File: src/core/bia_pkg.sv
// shared constants and state types for the bus interrupt acknowledge logic
package bia_pkg;

	// ----------------------------------------
	// bus codes
	// ----------------------------------------
	localparam logic [7:0] BIA_IACK_CODE   = 8'h27;
	localparam logic [2:0] BIA_LEVEL_NONE  = 3'h0;
	localparam logic [7:0] BIA_STATUS_RST  = 8'h00;

	// ----------------------------------------
	// timing
	// ----------------------------------------
	localparam int CLK_PERIOD_NS     = 50;
	localparam int T_DATA_SETUP_NS   = 30;
	localparam int T_IRQ_RELEASE_NS  = 30;
	localparam int T_ADDR_SETUP_NS   = 30;
	localparam int T_ACKOUT_HIGH_NS  = 50;

	localparam int DATA_SETUP_CYC_I  = (T_DATA_SETUP_NS + CLK_PERIOD_NS - 1) / CLK_PERIOD_NS;
	localparam int IRQ_REL_CYC_I     = (T_IRQ_RELEASE_NS + CLK_PERIOD_NS - 1) / CLK_PERIOD_NS;
	localparam int ADDR_SETUP_CYC_I  = (T_ADDR_SETUP_NS + CLK_PERIOD_NS - 1) / CLK_PERIOD_NS;
	localparam int ACKOUT_MAX_CYC_I  = (T_ACKOUT_HIGH_NS / CLK_PERIOD_NS < 1) ? 1 :
	                                   T_ACKOUT_HIGH_NS / CLK_PERIOD_NS;

	localparam logic [2:0] DATA_SETUP_CYC = 3'(DATA_SETUP_CYC_I < 1 ? 1 : DATA_SETUP_CYC_I);
	localparam logic [2:0] IRQ_REL_CYC    = 3'(IRQ_REL_CYC_I < 1 ? 1 : IRQ_REL_CYC_I);
	localparam logic [2:0] ADDR_SETUP_CYC = 3'(ADDR_SETUP_CYC_I < 1 ? 1 : ADDR_SETUP_CYC_I);
	localparam logic [2:0] ACKOUT_MAX_CYC = 3'(ACKOUT_MAX_CYC_I);
	localparam logic [2:0] CNT_ZERO       = 3'h0;
	localparam logic [2:0] CNT_ONE        = 3'h1;

	// ----------------------------------------
	// state types
	// ----------------------------------------
	typedef enum logic [6:0] {
		INT_IDLE = 7'h01,
		INT_PASS = 7'h02,
		INT_REQ  = 7'h04,
		INT_DATA = 7'h08,
		INT_ACK  = 7'h10,
		INT_WAIT = 7'h20,
		INT_DONE = 7'h40
	} bia_int_state_t;

	typedef enum logic [6:0] {
		HND_IDLE  = 7'h01,
		HND_REQ   = 7'h02,
		HND_SETUP = 7'h04,
		HND_ASL   = 7'h08,
		HND_READ  = 7'h10,
		HND_REL   = 7'h20,
		HND_OFF   = 7'h40
	} bia_hnd_state_t;

endpackage

File: src/core/bia_top.sv
// interrupter and interrupt handler for the backplane acknowledge cycle
//
// Overview of operation
// - idle interrupter with irq_wanted drives its configured request line low, unless it answers (steals) an acknowledge already addressed to it.
// - acknowledge needs strobe low, acknowledge code, own level, daisy input low.
// - on acknowledge with data strobe 0 low, drive status/ID byte.
// - status/ID byte valid at least 30 ns before data acknowledge goes low.
// - after data acknowledge asserts, release request line; acked may rise either side.
// - with acknowledge asserted and irq_wanted high, drive bus_irq_acked high.
// - after strobe rises, release data acknowledge once data off and 30 ns passed.
// - after data acknowledge release and irq_wanted low, drop acked, go idle.
// - idle interrupter without own request passes daisy low onward.
// - irq_wanted rising before passing lets interrupter answer same-level acknowledge.
// - answering interrupter never passes the daisy low downstream.
// - passed daisy output returns high within 50 ns of strobe rising.
// - prioritizer picks highest pending enabled level; single level is its own top.
// - bus wanted only when selected level exceeds mask level.
// - prioritizer hands the 3-bit level to the address driver.
// - on grant drive acknowledge code and level, then strobe low, then read.
// - data controller drives write high for read, then data strobe 0 low.
// - on data acknowledge latch byte, release write and data strobe, and report, all on one edge.
// - address lines drop on data acknowledge; strobe held until release reported.
// - fixed acknowledge code 27 hex, active low, driven and matched.
// - level appears active low on three lowest address lines, levels one to seven.
// - address and modifier lines stable 30 ns before strobe goes low.
`timescale 1ns/100ps
module bia_top
	import bia_pkg::*;
(
	input  wire logic       clk,
	input  wire logic       resetn,
	// on-board device side of the interrupter
	input  wire logic       irq_wanted,
	output logic            bus_irq_acked,
	input  wire logic [2:0] irq_level,
	input  wire logic [7:0] status_id,
	// on-board side of the handler
	input  wire logic [7:1] level_enable,
	input  wire logic [2:0] mask_level,
	output logic            bus_wanted,
	input  wire logic       bus_granted,
	output logic [2:0]      ack_level,
	output logic [7:0]      status_read,
	output logic            status_valid,
	output logic            status_error,
	// interrupt request lines
	input  wire logic [7:1] irq_n_i,
	output logic [7:1]      irq_n_o,
	output logic [7:1]      irq_n_oe,
	// daisy chain
	input  wire logic       ackin_n,
	output logic            ackout_n,
	// address strobe and address
	input  wire logic       as_n_i,
	output logic            as_n_o,
	output logic            as_n_oe,
	input  wire logic [7:0] am_n_i,
	output logic [7:0]      am_n_o,
	output logic            am_n_oe,
	input  wire logic [2:0] addr_n_i,
	output logic [2:0]      addr_n_o,
	output logic            addr_n_oe,
	// data strobe, write, data and handshake
	input  wire logic       ds0_n_i,
	output logic            ds0_n_o,
	output logic            ds0_n_oe,
	output logic            write_n_o,
	output logic            write_n_oe,
	input  wire logic [7:0] data_n_i,
	output logic [7:0]      data_n_o,
	output logic            data_n_oe,
	input  wire logic       dtack_n_i,
	output logic            dtack_n_o,
	output logic            dtack_n_oe,
	input  wire logic       berr_n_i
);

	// ----------------------------------------
	// reset release
	// ----------------------------------------
	logic rst_meta;
	logic rst_n;

	always_ff @(posedge clk or negedge resetn) begin
		if (!resetn) begin
			rst_meta <= 1'b0;
			rst_n    <= 1'b0;
		end else begin
			rst_meta <= 1'b1;
			rst_n    <= rst_meta;
		end
	end

	// ----------------------------------------
	// shared decode
	// ----------------------------------------
	function automatic logic [7:1] level_onehot(input logic [2:0] lv);
		logic [7:1] oh;
		oh = 7'h00;
		for (int i = 1; i <= 7; i++) begin
			if (lv == 3'(i)) begin
				oh[i] = 1'b1;
			end
		end
		return oh;
	endfunction

	function automatic logic [2:0] next_count(input logic [2:0] c);
		return (c == 3'h7) ? c : 3'(c + CNT_ONE);
	endfunction

	wire logic iack_code  = (am_n_i == ~BIA_IACK_CODE);
	wire logic level_hit  = (addr_n_i == ~irq_level);
	wire logic ack_cycle  = !as_n_i && iack_code && level_hit;
	wire logic ack_for_us = ack_cycle && !ackin_n;
	wire logic bus_quiet  = dtack_n_i && berr_n_i;

	// ----------------------------------------
	// interrupter
	// ----------------------------------------
	bia_int_state_t int_state;
	logic [2:0]     int_cnt;
	logic           irq_drive;

	// stealing is allowed only from idle, so a passed low is never also answered
	wire logic steal   = irq_wanted && ack_for_us;
	// passing waits for the strobe, so the rise that ends it belongs to this cycle
	wire logic pass_ok = !ackin_n && !as_n_i && !steal;

	always_ff @(posedge clk or negedge rst_n) begin
		if (!rst_n) begin
			int_state     <= INT_IDLE;
			int_cnt       <= CNT_ZERO;
			irq_drive     <= 1'b0;
			ackout_n      <= 1'b1;
			bus_irq_acked <= 1'b0;
			data_n_oe     <= 1'b0;
			data_n_o      <= 8'hff;
			dtack_n_oe    <= 1'b0;
		end else begin
			case (int_state)
				INT_IDLE: begin
					if (steal) begin
						int_state <= INT_REQ;
					end else if (irq_wanted) begin
						irq_drive <= 1'b1;
						int_state <= INT_REQ;
					end else if (pass_ok) begin
						ackout_n  <= 1'b0;
						int_state <= INT_PASS;
					end
				end
				INT_PASS: begin
					int_cnt <= next_count(int_cnt);
					// one cycle after strobe rises just meets the 50 ns limit
					if (as_n_i || int_cnt >= ACKOUT_MAX_CYC && as_n_i) begin
						ackout_n  <= 1'b1;
						int_cnt   <= CNT_ZERO;
						int_state <= irq_drive ? INT_REQ : INT_IDLE;
					end
				end
				INT_REQ: begin
					if (ack_for_us && !ds0_n_i) begin
						data_n_o  <= ~status_id;
						data_n_oe <= 1'b1;
						int_cnt   <= CNT_ONE;
						int_state <= INT_DATA;
					end else if (pass_ok && !level_hit) begin
						// a request at another level must not block the chain
						ackout_n  <= 1'b0;
						int_state <= INT_PASS;
					end
				end
				INT_DATA: begin
					int_cnt <= next_count(int_cnt);
					if (int_cnt >= DATA_SETUP_CYC) begin
						dtack_n_oe <= 1'b1;
						int_cnt    <= CNT_ZERO;
						int_state  <= INT_ACK;
					end
				end
				INT_ACK: begin
					irq_drive     <= 1'b0;
					bus_irq_acked <= irq_wanted;
					int_cnt       <= CNT_ONE;
					int_state     <= INT_WAIT;
				end
				INT_WAIT: begin
					int_cnt <= next_count(int_cnt);
					if (irq_wanted) begin
						bus_irq_acked <= 1'b1;
					end
					if (as_n_i) begin
						data_n_oe <= 1'b0;
					end
					if (as_n_i && !data_n_oe && int_cnt > IRQ_REL_CYC) begin
						dtack_n_oe <= 1'b0;
						int_state  <= INT_DONE;
					end
				end
				INT_DONE: begin
					// leaving needs irq_wanted low, which the device keeps until acked drops
					if (!irq_wanted) begin
						bus_irq_acked <= 1'b0;
						int_cnt       <= CNT_ZERO;
						int_state     <= INT_IDLE;
					end
				end
				default: begin
					int_state <= INT_IDLE;
				end
			endcase
		end
	end

	wire logic [7:1] irq_lines = irq_drive ? level_onehot(irq_level) : 7'h00;

	always_ff @(posedge clk or negedge rst_n) begin
		if (!rst_n) begin
			irq_n_oe <= 7'h00;
		end else begin
			irq_n_oe <= irq_lines;
		end
	end

	assign irq_n_o   = 7'h00;
	assign dtack_n_o = 1'b0;

	// ----------------------------------------
	// handler
	// ----------------------------------------
	logic       pri_pending;
	logic [2:0] pri_level;

	bia_prioritizer u_prioritizer (
		.clk          (clk),
		.rst_n        (rst_n),
		.irq_n_i      (irq_n_i),
		.level_enable (level_enable),
		.mask_level   (mask_level),
		.pending      (pri_pending),
		.level        (pri_level)
	);

	bia_hnd_state_t hnd_state;
	logic [2:0]     hnd_cnt;

	always_ff @(posedge clk or negedge rst_n) begin
		if (!rst_n) begin
			hnd_state    <= HND_IDLE;
			hnd_cnt      <= CNT_ZERO;
			bus_wanted   <= 1'b0;
			ack_level    <= BIA_LEVEL_NONE;
			am_n_o       <= 8'hff;
			am_n_oe      <= 1'b0;
			addr_n_o     <= 3'h7;
			addr_n_oe    <= 1'b0;
			as_n_o       <= 1'b1;
			as_n_oe      <= 1'b0;
			write_n_o    <= 1'b1;
			write_n_oe   <= 1'b0;
			ds0_n_o      <= 1'b1;
			ds0_n_oe     <= 1'b0;
			status_read  <= BIA_STATUS_RST;
			status_valid <= 1'b0;
			status_error <= 1'b0;
		end else begin
			status_valid <= 1'b0;
			status_error <= 1'b0;
			case (hnd_state)
				HND_IDLE: begin
					if (pri_pending) begin
						bus_wanted <= 1'b1;
						ack_level  <= pri_level;
						hnd_state  <= HND_REQ;
					end
				end
				HND_REQ: begin
					// the previous master must have let the strobe go first
					if (bus_granted && as_n_i) begin
						am_n_o     <= ~BIA_IACK_CODE;
						am_n_oe    <= 1'b1;
						addr_n_o   <= ~ack_level;
						addr_n_oe  <= 1'b1;
						as_n_o     <= 1'b1;
						as_n_oe    <= 1'b1;
						hnd_cnt    <= CNT_ONE;
						hnd_state  <= HND_SETUP;
					end
				end
				HND_SETUP: begin
					hnd_cnt <= next_count(hnd_cnt);
					if (hnd_cnt >= ADDR_SETUP_CYC) begin
						as_n_o    <= 1'b0;
						hnd_state <= HND_ASL;
					end
					if (bus_quiet) begin
						write_n_o  <= 1'b1;
						write_n_oe <= 1'b1;
						ds0_n_o    <= 1'b1;
						ds0_n_oe   <= 1'b1;
					end
				end
				HND_ASL: begin
					// waiting for the old slave to let go avoids data contention
					if (bus_quiet && write_n_oe) begin
						ds0_n_o   <= 1'b0;
						hnd_state <= HND_READ;
					end else if (bus_quiet) begin
						write_n_o  <= 1'b1;
						write_n_oe <= 1'b1;
						ds0_n_oe   <= 1'b1;
					end
				end
				HND_READ: begin
					if (!dtack_n_i || !berr_n_i) begin
						status_read  <= !dtack_n_i ? ~data_n_i : status_read;
						status_valid <= !dtack_n_i;
						status_error <= dtack_n_i;
						am_n_oe      <= 1'b0;
						addr_n_oe    <= 1'b0;
						write_n_oe   <= 1'b0;
						ds0_n_oe     <= 1'b0;
						ds0_n_o      <= 1'b1;
						hnd_state    <= HND_REL;
					end
				end
				HND_REL: begin
					// strobe rises only after write and data strobe are released
					if (!write_n_oe && !ds0_n_oe) begin
						as_n_o    <= 1'b1;
						hnd_state <= HND_OFF;
					end
				end
				HND_OFF: begin
					as_n_oe    <= 1'b0;
					bus_wanted <= 1'b0;
					hnd_state  <= HND_IDLE;
				end
				default: begin
					hnd_state <= HND_IDLE;
				end
			endcase
		end
	end

endmodule

File: src/core/bia_prioritizer.sv
// handler prioritizer: picks the highest pending unmasked request level
`timescale 1ns/100ps
module bia_prioritizer
	import bia_pkg::*;
(
	input  wire logic       clk,
	input  wire logic       rst_n,
	input  wire logic [7:1] irq_n_i,
	input  wire logic [7:1] level_enable,
	input  wire logic [2:0] mask_level,
	output logic            pending,
	output logic [2:0]      level
);

	// ----------------------------------------
	// selection
	// ----------------------------------------
	function automatic logic [2:0] top_level(input logic [7:1] req);
		logic [2:0] lv;
		lv = BIA_LEVEL_NONE;
		for (int i = 1; i <= 7; i++) begin
			if (req[i]) begin
				lv = 3'(i);
			end
		end
		return lv;
	endfunction

	// a single enabled level is simply its own highest level
	wire logic [7:1] active    = ~irq_n_i & level_enable;
	wire logic [2:0] best      = top_level(active);
	wire logic       above     = (best != BIA_LEVEL_NONE) && (best > mask_level);

	always_ff @(posedge clk or negedge rst_n) begin
		if (!rst_n) begin
			pending <= 1'b0;
			level   <= BIA_LEVEL_NONE;
		end else begin
			pending <= above;
			level   <= best;
		end
	end

endmodule

File: config.mk
export PLATFORM = sky130hd
export DESIGN_NAME = bia_top
export DESIGN_NICKNAME = d
export VERILOG_FILES = /design/src/core/bia_pkg.sv /design/src/core/bia_top.sv /design/src/core/bia_prioritizer.sv
export SDC_FILE = /design/constraint.sdc
export NUM_CORES = 1
export LEC_CHECK = 0
export ABC_AREA = 1
export BUFFER_PORTS_ARGS = -buffer_cell sky130_fd_sc_hd__buf_2
export CAP_MARGIN = 10
export CORE_ASPECT_RATIO = 1.2
export CORE_MARGIN = 10
export CORE_UTILIZATION = 56
export DETAILED_ROUTE_END_ITERATION = 8
export PLACE_DENSITY = 0.88
export SLEW_MARGIN = 20
export SYNTH_ARGS = -nofsm -noshare
export SYNTH_HDL_FRONTEND = slang
export SYNTH_SLANG_ARGS = --single-unit
File: constraint.sdc
create_clock -name clk -period 6.14 [get_ports clk]
set_input_delay 0 -clock clk [delete_from_list [all_inputs] [get_ports clk]]
set_output_delay 0 -clock clk [all_outputs]
set_load 0.02 [all_outputs]
==> out/metrics.cfg <==
[cells_and_area]
fin_cells = 681
drive_gt1_share_pct = 33.4
final_core_util_pct = 73.4
final_area_um2 = 4790
fillers = 484
multi_input_area_um2 = 1650
syn_to_final_growth_pct = 26.2
nets = 655
antenna_cells = 0
regArea_um2 = 1800

[power_and_ir_drop]
p_sw_share_pct = 39.8
power-per-cell-area_nw_per_um2 = 312
clkPwrFrac_pct = 21.5
power.internal_uw = 900
p_seq_share_pct = 42.2
irDropWorstVdd_mv = 0.225
p_leak_nw = 2.63
power_mw = 1.49
p_comb_share_pct = 36.3
switching_power_uw = 595

[outcome]
run_status = finished clean

[clock_tree]
numCtsBuffers = 9
cts_resized = 0
cts_tree = yes
clock_tree.root_cell = clkbuf_8
clk_latency_ns = 0.35
clockBufferDepth = 2
htreeDepth = 3
clock-sinks = 71
clkTransAtPathRegs_ns = 0.08

[placement]
place_worst_setup_slack_ns = 4.41
port-buffer-count = 103
gp_congestion = 0.954
placed_cell_area_um2 = 4330
dp.cells = 635
hpwl_mm = 7.11

[synthesis]
ys_warn_count = 0
synth-edff-count = 0
yosysTopAreaCellShare_pct = 34.9
yosysUniqueCellTypes = 35
synth_flop_cell = dfrtp_1
synth_most_common_cell = nand2_1
async_reset_ff_share_pct = 100
yosys-top-cells-count = nand2_1, inv_1, dfrtp_1
yosys.area.top_type = dfrtp_1
synth_cells = 453
synth.avg_cell_area_um2 = 8.39
syn_area_um2 = 3800
ys_seq_elements = 71
seq_area_frac_synth_pct = 47.4
synthTopCellsByArea = dfrtp_1, dfstp_2, nand2_1

[die]
die_area_um2 = 10500
io_pins = 116
fp.dieW_um = 95.2
die_y_um = 110
rows = 32
design.core.area_um2 = 6530
start_util_pct = 58.2

[sta]
hold_viol = 0
whs_ns = 0.0214
worstMarginPinSlew_ns = 0.847
fin_crit_sh_pct = 29.8
setup_viol = 0
slew_violations = 0
finalWorstSetupSlack_ns = 4.31
rsz0062_at_grt = false
clock.fmax_mhz = 547
fin_crit_ns = 1.83
tns_ns = 0
slew_headroom_pct = 43.5
skew_ns = 0.00607

[drt]
routedWlPerCell_um = 14.2
routed_via_density = 5.04
drtIter0Drc = 149
drc = 0
firstDrtPassIters = 4
postRouteAntennaNets = 0
num_vias = 3432
wl_mm = 9.66

[global_routing]
use_met1_pct = 19.2
grt_antenna_before_repair = 0
use_met3_pct = 6.90
grt_util_all_layers_pct = 18.7
grt_busiest_layer = met2
grt_max_degree = 70
grt_pass1_vias = 3542
gr-total-overflow = 0
grt_pass1_wl_mm = 15.6
use_met2_pct = 33.2

[job]
drv_cap = 0

[critical_path]
worstReg2RegStart = hnd_state[1]
required_ns = 6.43
startpoint = hnd_state[1]
cp-end-kind = flop
path_max_fanout = 5
startpoint_type = flop
arrival_ns = 2.12
path_class = reg2reg

[min_path]
worstHoldStart = irq_n_i[3]
hp-class = in2reg

cells by family after synthesis:
logic type | Yosys count | share of synthesized area (%)
AND/OR/NAND/NOR | 227 | 29.3
buffers and inverters | 83 | 10.2
flip-flops | 71 | 47.4
AO/OA/AOI/OAI | 60 | 9.82
adder cells (fa/ha/maj) | 8 | 2.64
XOR/XNOR | 2 | 0.461
other | 2 | 0.198
final timing paths:
path	to	slack (ns)	cells after the start
min in group asynchronous	irq_n_oe[7]	0.45	1
max in group asynchronous	int_cnt[1]	5.14	1
hold / removal	u_prioritizer.level[1]	0.02	4
setup reg to reg	status_error	4.31	6
setup / recovery	status_error	4.31	6
hold reg to reg	rst_n	0.36	0
power groups by stage:
| stage | logic (mW) | registers (mW) | clock network, mW |
|---|---|---|---|
| final | 0.543 | 0.630 | 0.322 |
| after global routing | 0.613 | 0.640 | 0.349 |
| after CTS | 0.544 | 0.629 | 0.329 |
| after detailed placement | 0.529 | 0.635 | 0 |
| after global placement | 0.506 | 0.633 | 0 |
| after floorplan | 0.332 | 0.686 | 0 |
critical path, stage by stage, from the launching register on:
cell and delay [ns]:
dfrtp_1 0.44, nor2_2 0.19, nand2_1 0.13, nor2_2 0.17, inv_2 0.10, nor3b_1 0.17, dlygate4sd3_1 0.56
placed cells by master, fill, tap and decap left out, types with 2 or more instances in the layout:
cell type	count
nand2_1	111
buf_2	103
inv_1	58
dfrtp_1	52
nor2_1	39
dlygate4sd3_1	30
nand3_1	28
o21ai_0	21
dfstp_2	18
o21ai_2	17
conb_1	13
a21oi_1	10
nor2_4	9
clkbuf_8	9
nor2_2	8
nand2_2	8
ha_1	8
inv_2	7
o21ai_1	7
nand4_1	7
nand3_2	4
clkinv_2	4
nor3_1	3
o22ai_1	3
or2_2	2
clkinv_4	2
metal layers:
layer	wire, µm	vias up
met2	4950	140
li1	-	1689
met4	210	0
met5	0	-
met1	3560	1583
met3	939	20
registers in the layout, indices dropped and copies added (netlist names), 3 cells and up:
signal and count:
ack_level 3, addr_n_o 3, data_n_o 8, hnd_cnt 3, hnd_state 7, int_cnt 3
int_state 7, irq_n_oe 7, status_read 8, u_prioritizer.level 3
final cells by class:
class                      count  area share [%]
sequential                    71            37.6
clock inverter                 6           0.783
inverter                      65            5.09
timing repair buffer         134            17.2
clock buffer                  10            2.66
multi-input combinational    310            34.5
tap                           85            2.22
what timing repair did:
item | CTS | global route
hold buffers | 30 | 0
endpoints found under the hold margin | 31 | 0
buffers inserted | 0 | 0
No activity file was read; power rests on OpenSTA's default activity.
